$ cat src/rtl/ivec_pkg.sv
package ivec_pkg;
   localparam int NUM_VEC  = 34;
   localparam int VEC_W    = 6;
   localparam int ADDR_W   = 7;
   localparam int TA_CMP_N = 3;

   // Vector numbers; the word address of vector n is always 2*n
   localparam logic [VEC_W-1:0] VEC_RESET               = 6'h00;
   localparam logic [VEC_W-1:0] VEC_MEMSCAN_NMI         = 6'h01;
   localparam logic [VEC_W-1:0] VEC_VOLTAGE_MONITOR     = 6'h02;
   localparam logic [VEC_W-1:0] VEC_RTC_COUNT           = 6'h03;
   localparam logic [VEC_W-1:0] VEC_RTC_PERIODIC        = 6'h04;
   localparam logic [VEC_W-1:0] VEC_CUSTOM_LOGIC        = 6'h05;
   localparam logic [VEC_W-1:0] VEC_PORT_A_PIN          = 6'h06;
   localparam logic [VEC_W-1:0] VEC_TIMER_A_OVF_LUNF    = 6'h07;
   localparam logic [VEC_W-1:0] VEC_TIMER_A_HUNF        = 6'h08;
   localparam logic [VEC_W-1:0] VEC_TIMER_A_CMP0        = 6'h09;
   localparam logic [VEC_W-1:0] VEC_TIMER_B0_CAPTURE    = 6'h0C;
   localparam logic [VEC_W-1:0] VEC_TIMER_B1_CAPTURE    = 6'h0D;
   localparam logic [VEC_W-1:0] VEC_TWO_WIRE_TARGET     = 6'h0E;
   localparam logic [VEC_W-1:0] VEC_TWO_WIRE_CONTROLLER = 6'h0F;
   localparam logic [VEC_W-1:0] VEC_SERIAL_PERIPH       = 6'h10;
   localparam logic [VEC_W-1:0] VEC_SERIAL0_BASE        = 6'h11;
   localparam logic [VEC_W-1:0] VEC_PORT_D_PIN          = 6'h14;
   localparam logic [VEC_W-1:0] VEC_COMPARATOR          = 6'h15;
   localparam logic [VEC_W-1:0] VEC_CONVERTER_RESULT    = 6'h16;
   localparam logic [VEC_W-1:0] VEC_CONVERTER_WINDOW    = 6'h17;
   localparam logic [VEC_W-1:0] VEC_PORT_C_PIN          = 6'h18;
   localparam logic [VEC_W-1:0] VEC_TIMER_B2_CAPTURE    = 6'h19;
   localparam logic [VEC_W-1:0] VEC_SERIAL1_BASE        = 6'h1A;
   localparam logic [VEC_W-1:0] VEC_PORT_F_PIN          = 6'h1D;
   localparam logic [VEC_W-1:0] VEC_NVM_READY           = 6'h1E;
   localparam logic [VEC_W-1:0] VEC_SERIAL2_BASE        = 6'h1F;

   // Offsets inside a serial port triple
   localparam int SER_RX_DONE  = 0;
   localparam int SER_TX_EMPTY = 1;
   localparam int SER_TX_DONE  = 2;

   localparam logic [NUM_VEC-1:0] RST_FLAGS  = 34'h0_0000_0000;
   localparam logic [NUM_VEC-1:0] RST_ENABLE = 34'h0_0000_0000;
   // Sources that bypass the global enable
   localparam logic [NUM_VEC-1:0] NMI_MASK   = 34'h0_0000_0002;
   localparam logic [ADDR_W-1:0]  RST_ADDR   = 7'h00;
endpackage

$ cat src/rtl/interrupt_vector_mapping.sv
// Contract
// RULE_01 - A source event sets its vector's sticky flag bit.
// RULE_02 - Each source has an enable bit that software writes on or off.
// RULE_03 - A request is raised only while both flag and enable are set.
// RULE_04 - A request holds until its flag is cleared, however slow the core.
// RULE_05 - No maskable request reaches the core without the global enable.
// RULE_06 - Each vector belongs to one source; a peripheral may own several.
// RULE_07 - Reset at vector 0 word 0x00; memory-scan NMI vector 1, ignores enable. Code skips only the global enable; its own enable bit still gates it.
// RULE_08 - Voltage monitor uses vector 2 at word 0x04.
// RULE_09 - RTC count on vector 3, RTC periodic timer on vector 4.
// RULE_10 - Custom logic uses vector 5 at word 0x0A.
// RULE_11 - Vector 7 overflow or low underflow by mode; vector 8 split only.
// RULE_12 - Vectors 9 to 11 carry timer A compares, low compares in split.
// RULE_13 - Timer B captures 0, 1, 2 use vectors 12, 13, 25.
// RULE_14 - Port pin interrupts A, D, C, F use vectors 6, 20, 24, 29.
// RULE_15 - Two-wire target on vector 14, controller on vector 15.
// RULE_16 - Serial peripheral on vector 16, comparator on vector 21.
// RULE_17 - Serial ports 0 and 1 use 17-19 and 26-28: rx, tx empty, tx done.
// RULE_18 - Converter result on vector 22, window compare on vector 23.
// RULE_19 - Nonvolatile memory ready uses vector 30 at word 0x3C.
// RULE_20 - Serial port 2 uses vectors 31 to 33 in the same order.
// RULE_21 - Fetch word address is twice the served vector number.
module interrupt_vector_mapping #(
   parameter int NUM_VEC = ivec_pkg::NUM_VEC
) (
   input  wire logic               clk_sys,
   input  wire logic               sys_rst,
   input  wire logic               global_irq_enable,
   input  wire logic               timer_a_split_mode,
   input  wire logic               memscan_nonmaskable_irq,
   input  wire logic               voltage_monitor_irq,
   input  wire logic               rtc_count_irq,
   input  wire logic               rtc_periodic_irq,
   input  wire logic               custom_logic_irq,
   input  wire logic               port_a_pin_irq,
   input  wire logic               timer_a_overflow_irq,
   input  wire logic               timer_a_low_underflow_irq,
   input  wire logic               timer_a_high_underflow_irq,
   input  wire logic               timer_a_compare0_irq,
   input  wire logic               timer_a_compare1_irq,
   input  wire logic               timer_a_compare2_irq,
   input  wire logic               timer_a_low_compare0_irq,
   input  wire logic               timer_a_low_compare1_irq,
   input  wire logic               timer_a_low_compare2_irq,
   input  wire logic               timer_b0_capture_irq,
   input  wire logic               timer_b1_capture_irq,
   input  wire logic               timer_b2_capture_irq,
   input  wire logic               two_wire_target_irq,
   input  wire logic               two_wire_controller_irq,
   input  wire logic               serial_periph_irq,
   input  wire logic               serial0_rx_done_irq,
   input  wire logic               serial0_tx_empty_irq,
   input  wire logic               serial0_tx_done_irq,
   input  wire logic               serial1_rx_done_irq,
   input  wire logic               serial1_tx_empty_irq,
   input  wire logic               serial1_tx_done_irq,
   input  wire logic               serial2_rx_done_irq,
   input  wire logic               serial2_tx_empty_irq,
   input  wire logic               serial2_tx_done_irq,
   input  wire logic               port_c_pin_irq,
   input  wire logic               port_d_pin_irq,
   input  wire logic               port_f_pin_irq,
   input  wire logic               comparator_irq,
   input  wire logic               converter_result_irq,
   input  wire logic               converter_window_irq,
   input  wire logic               nvm_ready_irq,
   input  wire logic [NUM_VEC-1:0] enable_wr_en,
   input  wire logic [NUM_VEC-1:0] enable_wr_data,
   input  wire logic [NUM_VEC-1:0] flag_clear,
   output logic      [NUM_VEC-1:0] irq_flag_register,
   output logic      [NUM_VEC-1:0] irq_control_register,
   output logic      [NUM_VEC-1:0] irq_request_q,
   output logic                    irq_valid_q,
   output logic      [5:0]         irq_vector_q,
   output logic      [6:0]         irq_word_addr_q
);

   logic [NUM_VEC-1:0] src_evt;
   logic [NUM_VEC-1:0] flag_q;
   logic [NUM_VEC-1:0] flag_d;
   logic [NUM_VEC-1:0] enable_q;
   logic [NUM_VEC-1:0] request_d;
   logic [2:0]         ta_cmp_evt;
   logic               ta_main_evt;
   logic               ta_high_evt;
   logic [5:0]         serve_vec;

   // Lowest vector number wins; vector 0 is never a request
   function automatic logic [5:0] lowest_req(input logic [NUM_VEC-1:0] req);
      logic [5:0] v;
      v = 6'h00;
      for (int i = NUM_VEC - 1; i > 0; i--) begin
         if (req[i]) begin
            v = 6'(i);
         end
      end
      return v;
   endfunction

   function automatic logic [6:0] word_addr(input logic [5:0] vec);
      return {vec, 1'b0};
   endfunction

   // Timer A shares vectors between modes; the unused mode's events are dropped
   always_comb begin
      if (timer_a_split_mode) begin
         ta_main_evt = timer_a_low_underflow_irq; // RULE_11
         ta_high_evt = timer_a_high_underflow_irq; // RULE_11
         ta_cmp_evt  = {timer_a_low_compare2_irq, timer_a_low_compare1_irq,
                        timer_a_low_compare0_irq}; // RULE_12
      end else begin
         ta_main_evt = timer_a_overflow_irq; // RULE_11
         ta_high_evt = 1'b0; // RULE_11
         ta_cmp_evt  = {timer_a_compare2_irq, timer_a_compare1_irq,
                        timer_a_compare0_irq}; // RULE_12
      end
   end

   // One source per vector, fixed by the package numbering
   always_comb begin
      src_evt = '0; // RULE_06
      src_evt[ivec_pkg::VEC_MEMSCAN_NMI]         = memscan_nonmaskable_irq; // RULE_07
      src_evt[ivec_pkg::VEC_VOLTAGE_MONITOR]     = voltage_monitor_irq; // RULE_08
      src_evt[ivec_pkg::VEC_RTC_COUNT]           = rtc_count_irq; // RULE_09
      src_evt[ivec_pkg::VEC_RTC_PERIODIC]        = rtc_periodic_irq; // RULE_09
      src_evt[ivec_pkg::VEC_CUSTOM_LOGIC]        = custom_logic_irq; // RULE_10
      src_evt[ivec_pkg::VEC_PORT_A_PIN]          = port_a_pin_irq; // RULE_14
      src_evt[ivec_pkg::VEC_TIMER_A_OVF_LUNF]    = ta_main_evt; // RULE_11
      src_evt[ivec_pkg::VEC_TIMER_A_HUNF]        = ta_high_evt; // RULE_11
      for (int c = 0; c < ivec_pkg::TA_CMP_N; c++) begin
         src_evt[int'(ivec_pkg::VEC_TIMER_A_CMP0) + c] = ta_cmp_evt[c]; // RULE_12
      end
      src_evt[ivec_pkg::VEC_TIMER_B0_CAPTURE]    = timer_b0_capture_irq; // RULE_13
      src_evt[ivec_pkg::VEC_TIMER_B1_CAPTURE]    = timer_b1_capture_irq; // RULE_13
      src_evt[ivec_pkg::VEC_TIMER_B2_CAPTURE]    = timer_b2_capture_irq; // RULE_13
      src_evt[ivec_pkg::VEC_TWO_WIRE_TARGET]     = two_wire_target_irq; // RULE_15
      src_evt[ivec_pkg::VEC_TWO_WIRE_CONTROLLER] = two_wire_controller_irq; // RULE_15
      src_evt[ivec_pkg::VEC_SERIAL_PERIPH]       = serial_periph_irq; // RULE_16
      src_evt[ivec_pkg::VEC_COMPARATOR]          = comparator_irq; // RULE_16
      src_evt[ivec_pkg::VEC_PORT_D_PIN]          = port_d_pin_irq; // RULE_14
      src_evt[ivec_pkg::VEC_PORT_C_PIN]          = port_c_pin_irq; // RULE_14
      src_evt[ivec_pkg::VEC_PORT_F_PIN]          = port_f_pin_irq; // RULE_14
      src_evt[ivec_pkg::VEC_CONVERTER_RESULT]    = converter_result_irq; // RULE_18
      src_evt[ivec_pkg::VEC_CONVERTER_WINDOW]    = converter_window_irq; // RULE_18
      src_evt[ivec_pkg::VEC_NVM_READY]           = nvm_ready_irq; // RULE_19
      src_evt[int'(ivec_pkg::VEC_SERIAL0_BASE) + ivec_pkg::SER_RX_DONE]  =
         serial0_rx_done_irq; // RULE_17
      src_evt[int'(ivec_pkg::VEC_SERIAL0_BASE) + ivec_pkg::SER_TX_EMPTY] =
         serial0_tx_empty_irq; // RULE_17
      src_evt[int'(ivec_pkg::VEC_SERIAL0_BASE) + ivec_pkg::SER_TX_DONE]  =
         serial0_tx_done_irq; // RULE_17
      src_evt[int'(ivec_pkg::VEC_SERIAL1_BASE) + ivec_pkg::SER_RX_DONE]  =
         serial1_rx_done_irq; // RULE_17
      src_evt[int'(ivec_pkg::VEC_SERIAL1_BASE) + ivec_pkg::SER_TX_EMPTY] =
         serial1_tx_empty_irq; // RULE_17
      src_evt[int'(ivec_pkg::VEC_SERIAL1_BASE) + ivec_pkg::SER_TX_DONE]  =
         serial1_tx_done_irq; // RULE_17
      src_evt[int'(ivec_pkg::VEC_SERIAL2_BASE) + ivec_pkg::SER_RX_DONE]  =
         serial2_rx_done_irq; // RULE_20
      src_evt[int'(ivec_pkg::VEC_SERIAL2_BASE) + ivec_pkg::SER_TX_EMPTY] =
         serial2_tx_empty_irq; // RULE_20
      src_evt[int'(ivec_pkg::VEC_SERIAL2_BASE) + ivec_pkg::SER_TX_DONE]  =
         serial2_tx_done_irq; // RULE_20
   end

   // An event in the clearing cycle survives: set beats clear
   assign flag_d = (flag_q & ~flag_clear) | src_evt; // RULE_01

   always_ff @(posedge clk_sys) begin
      if (sys_rst) begin
         flag_q <= ivec_pkg::RST_FLAGS;
      end else begin
         flag_q <= flag_d; // RULE_01
      end
   end

   always_ff @(posedge clk_sys) begin
      if (sys_rst) begin
         enable_q <= ivec_pkg::RST_ENABLE;
      end else begin
         enable_q <= (enable_q & ~enable_wr_en) | (enable_wr_data & enable_wr_en); // RULE_02
      end
   end

   // The memory-scan source alone skips the global gate
   assign request_d = flag_q & enable_q & // RULE_03
                      ({NUM_VEC{global_irq_enable}} | ivec_pkg::NMI_MASK); // RULE_05 RULE_07

   // No handshake with the core: a request mirrors flag and enable through the global gate, so it holds
   // as long as software leaves the flag and enable set and the gate open
   always_ff @(posedge clk_sys) begin
      if (sys_rst) begin
         irq_request_q <= '0;
      end else begin
         irq_request_q <= request_d; // RULE_04
      end
   end

   assign serve_vec = lowest_req(irq_request_q);

   // After reset the fetch port shows the reset entry
   always_ff @(posedge clk_sys) begin
      if (sys_rst) begin
         irq_valid_q     <= 1'b0;
         irq_vector_q    <= ivec_pkg::VEC_RESET; // RULE_07
         irq_word_addr_q <= ivec_pkg::RST_ADDR; // RULE_07
      end else begin
         irq_valid_q     <= |irq_request_q;
         irq_vector_q    <= serve_vec;
         irq_word_addr_q <= word_addr(serve_vec); // RULE_21
      end
   end

   assign irq_flag_register    = flag_q;
   assign irq_control_register = enable_q;
endmodule

$ cat config.mk
export PLATFORM = sky130hd
export DESIGN_NAME = interrupt_vector_mapping
export DESIGN_NICKNAME = d
export VERILOG_FILES = /design/src/rtl/ivec_pkg.sv /design/src/rtl/interrupt_vector_mapping.sv
export SDC_FILE = /design/constraint.sdc
export NUM_CORES = 1
export LEC_CHECK = 0
export ABC_AREA = 1
export BUFFER_PORTS_ARGS = -buffer_cell sky130_fd_sc_hd__buf_2
export CORE_MARGIN = 1.5
export CORE_UTILIZATION = 38
export DETAILED_ROUTE_END_ITERATION = 10
export PLACE_DENSITY = 0.76
export SLEW_MARGIN = 30
export SYNTH_ARGS = -nofsm -noshare
export SYNTH_HDL_FRONTEND = slang
export SYNTH_SLANG_ARGS = --single-unit
$ cat constraint.sdc
create_clock -name clk_sys -period 1.8 [get_ports clk_sys]
set_input_delay 0.36 -clock clk_sys [delete_from_list [all_inputs] [get_ports clk_sys]]
set_output_delay 0.36 -clock clk_sys [all_outputs]
set_load 0.02 [all_outputs]
**Yosys cells after proc, flatten, opt, wreduce, memory -nomap -nowiden**

Index checks and enable logic that the tools add are counted.
Widths: inputs -> output; s select.

- Bits in writable memories: 0
- Output and inout bits: 116
- Latch bits: 0
- Register bits after elaboration: 110
- Input bits: 143
- ROM bits: 0
- Memories kept: 0
- Logic and storage cells: 52

- $add $sub $neg: 0
- Bitwise gates (word level): 9
- Muxes and demuxes: 36
- Multipliers: 0
- Div/mod/pow operators: 0
- Reduce and logical (&&, ||, !) cells: 1
- Shift-type cells: 0
- Magnitude comparators: 0
- Equal/unequal tests: 0

Operators by type and width:

| cell | number |
|---|---|
| $mux 6 | 33 |
| $and 34x34->34 | 5 |
| $not 34->34 | 2 |
| $or 34x34->34 | 2 |
| $reduce_or 34->1 | 1 |
| $mux 3 | 1 |
| $mux 1 | 2 |

**Depth between registers and ports, before layout**

Gate-level depths: netlist (run 1).

- Depth in word-level cells: 33
- Mapped depth: 33
- Gate-level depth less buffers: 33

**Worst setup path after synthesis (run 1)**

Ideal clock, no wire load.

- Path type: register to register
- From: reg irq_request_q[32]
- To: reg irq_word_addr_q[1]
- Data required time: 1.670 ns
- Arrival: 1.857 ns
- Clock period less this slack: 1.987 ns
- Stages on the path, launching flop included: 34
- Buffers on the path: 0
- Setup slack: -0.187 ns
- Library setup time: 0.130 ns
- Path through: dfxtp_1 > inv_1 > nand2_1 > nand2_1 > nand2_1 > nand2_1 > nand2_1 > nand2_1 > nand2_1 > nand2_1 > nand2_1 > nand2_1 > nand2_1 > nand2_1 > nand2_1 > nand2_1 > nand2_1 > nand2_1 > nand2_1 > nand2_1 > nand2_1 > nand2_1 > nand2_1 > nand2_1 > nand2_1 > nand2_1 > nand2_1 > nand2_1 > nand2_1 > nand2_1 > nand2_1 > nand2_1 > nand2_1 > a21oi_2

- Longest elaborated chain between the ends: 32

RTL lines:

| element | RTL line | source |
|---|---|---|
| start: declaration | interrupt_vector_mapping.sv:72 | `output logic [NUM_VEC-1:0] irq_request_q,` |
| start signal: assignment | interrupt_vector_mapping.sv:195 | `irq_request_q <= request_d;` |
| $mux 6 (32 in a row) | interrupt_vector_mapping.sv:93 | `if (req[i]) begin` |
| end signal: assignment | interrupt_vector_mapping.sv:206 | `irq_word_addr_q <= ivec_pkg::RST_ADDR;` |
| end signal: assignment | interrupt_vector_mapping.sv:210 | `irq_word_addr_q <= word_addr(serve_vec);` |
| end: declaration | interrupt_vector_mapping.sv:75 | `output logic [6:0] irq_word_addr_q` |

No other way between the ends.
A chain may end at the register's enable or synchronous reset.

**Final worst setup path (run 1)**

Same ends and word-level chain as after synthesis.

==> results of run 1 <==
==> final timing paths <==
path,to,cells past startpoint,start
setup / recovery,irq_word_addr_q[1]$_SDFF_PP0_,33,irq_request_q[32]$_SDFF_PP0_
hold / removal,irq_flag_register[0]$_SDFF_PP0_,2,flag_clear[0]
setup reg to reg,irq_word_addr_q[1]$_SDFF_PP0_,33,irq_request_q[32]$_SDFF_PP0_
hold reg to reg,irq_request_q[30]$_SDFF_PP0_,2,irq_flag_register[30]$_SDFF_PP0_
==> cell type report <==
cell class	instances	area share, %
inverters	109	7.872
clock buffers	12	2.886
repair buffers	273	24.58
flip-flops and latches	109	38.29
well taps	136	2.974
multi-input cells	297	22.74
clock inverters	4	0.6560
==> synth_stat cells (all sizes together) <==
| cell type | n | area, um^2 |
|---|---|---|
| nor3b | 1 | 7.510 |
| nand3 | 1 | 5.000 |
| nand2 | 93 | 349.1 |
| a311oi | 1 | 8.760 |
| nor4 | 2 | 12.51 |
| a21boi | 1 | 7.510 |
| o31ai | 1 | 7.510 |
| clkbuf | 9 | 33.78 |
| bufinv | 3 | 52.55 |
| o21ai | 33 | 165.2 |
| conb | 1 | 3.750 |
| inv | 106 | 397.9 |
| a41oi | 1 | 8.760 |
| dfxtp | 109 | 2182 |
| nor3 | 6 | 30.03 |
| o211ai | 4 | 30.03 |
| a31oi | 1 | 6.260 |
| a21oi | 64 | 324.1 |
| buf | 9 | 60.06 |
| nor2 | 86 | 322.8 |
| o21bai | 1 | 7.510 |
==> timing repair <==
action,4_1_cts,5_1_grt
resized for setup,0,1
pin swaps,1,1
endpoints found under the setup margin,1,3
hold endpoints to repair,0,0
==> layer usage <==
layer  wire [um]  global-route usage, %  share of wire, %
met2        5267                  34.83                49
met1        4589                  22.62                43
met5           0                      0                 0
met3         763                  5.504               7.1
met4          71                  3.958              0.66
==> metrics by stage <==
| step | power, mW | hold WS, ns | TNS (ns) |
|---|---|---|---|
| finish | 4.843 | 0.1616 | -0.1785 |
| floorplan | 3.075 | 0.4324 | -0.08375 |
| CTS | 4.907 | 0.1378 | -0.2158 |
| detailed placement | 3.429 | 0.4348 | -0.2182 |
| global placement | 3.417 | 0.4322 | -0.2051 |
| global route | 5.135 | 0.1297 | -0.6521 |
==> cells by family (layout without fill, tap and decap cells) <==
family	after synthesis	count (layout)	share of synthesized area, %
other	1	1	0.09322
AOI/OAI and AO/OA	107	107	14.06
buffers and inverters	127	398	13.53
and+or+nand+nor	189	189	18.07
DFF	109	109	54.25
==> worst max-delay path, delay by kind of cell (launching register included) <==
kind / cells / cell delay (ns)
compound gates: 1 / 0.04
buf+inv: 1 / 0.03
flops: 1 / 0.36
simple gates: 31 / 1.47
==> where the power goes <==
part | switching, mW | total (mW) | internal, mW | leakage, nW
registers | 0.0856 | 2.62 | 2.53 | 0.901
logic | 0.434 | 0.745 | 0.311 | 2.22
clock network | 0.837 | 1.48 | 0.642 | 0.106
total | 1.36 | 4.84 | 3.49 | 3.23
==> impl_metrics.tcl, run 1 <==
set metrics [dict create \
    status "complete, but fails checks" \
    violations "setup timing" \
    gr-usage-all-layers_pct 19.28 \
    worstPathArrival_ns 2.23 \
    place_area_um2 5514 \
    fin_cells 940 \
    dp.cells 924 \
    viasPerCell 4.374 \
    fp.dieW_um 105.9 \
    fin_nets 942 \
    finClkSkew_ns 0.01734 \
    ant_nets 0 \
    p_per_area_nw_per_um2 846.5 \
    drc 0 \
    drive_gt1_share_pct 37.69 \
    postCtsHoldBufs 0 \
    globalplace.congestion 0.7375 \
    setup_viol 1 \
    rsz0062_at_grt "yes" \
    post-cts-setup-buffer-count 0 \
    worstSkewPairLatency_ns 0.35 \
    fin_util_pct 55.67 \
    n_antenna_cell 0 \
    critical_path_class "flop to flop" \
    setup_slack_ns -0.1785 \
    first_pass_iters 4 \
    cts_buffers 9 \
    avgSynthCellArea_um2 7.547 \
    cp_data_required_time_ns 2.05 \
    die_area_um2 11210 \
    start_util_pct 39.14 \
    preCtsSetupSlack_ns -0.2182 \
    synth-seq-area-share_pct 54.25 \
    cts_tree "built" \
    worstSetupStartpointType "flop" \
    rows 37 \
    finalInstanceArea_um2 5722 \
    routedWlPerCell_um 11.37 \
    syn_to_final_growth_pct 42.24 \
    clk_path_buf_depth 2 \
    antenna_found_initial 0 \
    drt-total-wl_um 10690 \
    num_vias 4112 \
    min_period_ns 1.978 \
    ys_ff_latch 109 \
    drt_iter0_drc 128 \
    cellLeakagePower_nw 3.226 \
    finalHoldViolations 0 \
    grt.overflow.total 0 \
    fin_crit_sh_pct 109.9 \
    grt_max_degree 22 \
    crit_fanout 2 \
    dp_hpwl_um 8705 \
    syn_area_um2 4023 \
    port_buffers 257 \
    ys_types 25 \
    syn_nets 676 \
    final_common_cell "buf_2" \
    worst_setup_path_end_kind "flop" \
    yosys_warnings 0 \
    grt_pass1_wl_um 17150 \
    synth_cells 533 \
    core-area_um2 10280 \
    final_cell_mix "buf_2 (257), dfxtp_1 (104), inv_1 (102)" \
    hp-class "primary input to flop" \
    cp_slowest_cell "dfxtp_4" \
    slowest_delay_ns 0.36 \
    regArea_um2 2191 \
    io_pins 259 \
    cts.sinks 109 \
    r2r_slack_ns -0.18 \
    crit_top_cell "nand2_1" \
    cts.clk_slew.worst_paths_ns 0.11 \
    root_buffer "clkbuf_8" \
    fill_cells 1024 \
    max_freq_ghz 0.5054 \
    drv_cap 0 \
    multiInputGateArea_um2 1301 \
    cts-htree-levels 3 \
    dieHeight_um 105.9 \
    vdd_drop_max_v 0.0004554 \
    slew_violations 0 \
    grt_pass1_vias 3769 \
]
Power figures use the tool's default switching activity.
==> run 2, diff against run 1 <==
--- a/config.mk
+++ b/config.mk
@@ -6,7 +6,8 @@
 export NUM_CORES = 1
 export LEC_CHECK = 0
 export ABC_AREA = 1
-export BUFFER_PORTS_ARGS = -buffer_cell sky130_fd_sc_hd__buf_2
+export ABC_CLOCK_PERIOD_IN_PS = 1800
+export BUFFER_PORTS_ARGS = -buffer_cell sky130_fd_sc_hd__buf_4
 export CORE_MARGIN = 1.5
 export CORE_UTILIZATION = 38
 export DETAILED_ROUTE_END_ITERATION = 10
==> run 2 against run 1 <==
The flow still finishes with violations (setup timing). Flip-flop and latch count did not move. Final cell count fell by 0.11%. Count of clock-buffer cells in the layout fell by 2. Clock power fell by 9%. Die area did not move. Wire length rose by 8.4%. Sequential share of layout area fell by 3.9 points. Fmax fell by 3.0%. Global-route usage rose by 1.5 points. Largest cell class unchanged. Utilization rose by 6.2 points. Setup slack got worse by 0.061 ns.
==> impl_metrics.tcl, run 2 (synthesized netlist as in run 1, its figures left out) <==
set metrics [dict create \
    finalInstanceArea_um2 6364 \
    fin_util_pct 61.92 \
    dieHeight_um 105.9 \
    worst_setup_path_end_kind "flop" \
    grt.overflow.total 0 \
    hp-start "flag_clear[0]" \
    crit_fanout 2 \
    reg2regPathDepth 33 \
    max_freq_ghz 0.4903 \
    fill_cells 938 \
    cts_tree "built" \
    regArea_um2 2191 \
    finClkSkew_ns 0.01025 \
    cp_data_required_time_ns 2.09 \
    grt_pass1_wl_um 18590 \
    cts_buffers 9 \
    rows 37 \
    worstSkewPairLatency_ns 0.35 \
    min_period_ns 2.039 \
    root_buffer "clkbuf_8" \
    fp.dieW_um 105.9 \
    worstPathArrival_ns 2.33 \
    slew_violations 0 \
    viasPerCell 4.436 \
    place_area_um2 6162 \
    setup_slack_ns -0.2395 \
    worstSetupStartpointType "flop" \
    io_pins 259 \
    routedWlPerCell_um 12.34 \
    dp_hpwl_um 9273 \
    num_vias 4165 \
    cts.clk_slew.worst_paths_ns 0.11 \
    r2r_end "irq_word_addr_q[1]$_SDFF_PP0_" \
    die_area_um2 11210 \
    preCtsSetupSlack_ns -0.2354 \
    globalplace.congestion 0.7919 \
    drt_iter0_drc 172 \
    status "complete, but fails checks" \
    antenna_found_initial 0 \
    min_to "irq_flag_register[0]$_SDFF_PP0_" \
    post-cts-setup-buffer-count 0 \
    first_pass_iters 4 \
    drc 0 \
    final_cell_mix "buf_4 (270), dfxtp_1 (104), inv_1 (101)" \
    rsz0062_at_grt "yes" \
    cts-htree-levels 3 \
    vdd_drop_max_v 0.0005346 \
    r2r-start "irq_request_q[32]$_SDFF_PP0_" \
    fin_crit_sh_pct 113.3 \
    cellLeakagePower_nw 3.354 \
    worstHoldPathCells 2 \
    cp_slowest_cell "dfxtp_4" \
    gr-usage-all-layers_pct 20.78 \
    fin_nets 941 \
    n_antenna_cell 0 \
    total_power_mw 4.885 \
    core-area_um2 10280 \
    grt_pass1_vias 4082 \
    grt_max_degree 38 \
    hp-class "primary input to flop" \
    r2r_slack_ns -0.24 \
    violations "setup timing" \
    drv_cap 0 \
    syn_to_final_growth_pct 58.20 \
    drt-total-wl_um 11590 \
    clk_path_buf_depth 2 \
    start_util_pct 39.14 \
    final_common_cell "buf_4" \
    p_per_area_nw_per_um2 767.7 \
    slowest_delay_ns 0.36 \
    multiInputGateArea_um2 1319 \
    finalHoldViolations 0 \
    critical_path_class "flop to flop" \
    cts.sinks 109 \
    crit_top_cell "nand2_1" \
    port_buffers 257 \
    ant_nets 0 \
    setup_viol 1 \
    drive_gt1_share_pct 38.11 \
]
run 2: changes by cell type in the layout (fill, tap and decap cells not counted), moves of 2 or more:
cell	previous run	this run
buf_2	257	0
buf_4	16	270
clkbuf_8	12	9
nand2_1	93	91
nand2_2	0	2
run 2: what timing repair did:
| action | CTS | global route |
|---|---|---|
| cloned | 0 | 0 |
| setup endpoints to repair | 2 | 2 |
| hold buffers | 0 | 0 |
| endpoints found under the hold margin | 0 | 0 |
| resized for setup | 1 | 7 |
run 2: metal layers:
metal  GRT usage (%)  wire length (um)  up-vias
li1                -                 -     2140
met1           23.45              4696     1845
met2           38.50              5895      166
met3           5.071               830       14
met4           5.985               165        0
met5               0                 0        -
run 2: worst max path at each step:
| stage | start | slack, ns | cells past startpoint | endpoint |
|---|---|---|---|---|
| final | irq_request_q[32]$_SDFF_PP0_ | -0.24 | 33 | irq_word_addr_q[1]$_SDFF_PP0_ |
| after global routing | irq_request_q[32]$_SDFF_PP0_ | -0.61 | 33 | irq_word_addr_q[1]$_SDFF_PP0_ |
| after CTS | irq_request_q[32]$_SDFF_PP0_ | -0.29 | 33 | irq_word_addr_q[1]$_SDFF_PP0_ |
| after detailed placement | irq_request_q[32]$_SDFF_PP0_ | -0.24 | 33 | irq_word_addr_q[1]$_SDFF_PP0_ |
| after global placement | irq_request_q[32]$_SDFF_PP0_ | -0.22 | 33 | irq_word_addr_q[1]$_SDFF_PP0_ |
| after floorplan | irq_request_q[32]$_SDFF_PP0_ | -0.08 | 33 | irq_word_addr_q[1]$_SDFF_PP0_ |
run 2: final cells by class:
type	count	area share, %
multi-input cells	297	20.72
inverters	109	7.078
repair buffers	272	32.34
clock inverters	6	0.7471
clock buffers	10	2.006
flip-flops and latches	109	34.43
well taps	136	2.674
run 2: critical path, delay by kind of cell, from the launching register on:
| kind | cells | cell delay [ns] |
|---|---|---|
| simple gates | 31 | 1.46 |
| compound gates | 1 | 0.11 |
| buf+inv | 1 | 0.05 |
| flops | 1 | 0.36 |
run 2: where the power goes:
group          internal (mW)  switching, mW
sequential              2.53         0.0954
clock                  0.518          0.823
combinational          0.468          0.447
run 2: metrics by stage:
stage | hold slack (ns) | TNS [ns] | std cells
floorplan | 0.4324 | -0.08375 | 533
global placement | 0.4390 | -0.2201 | 923
detailed placement | 0.4348 | -0.2354 | 923
CTS | 0.1342 | -0.2851 | 939
global route | 0.1366 | -0.7242 | 939
finish | 0.1545 | -0.2395 | 939
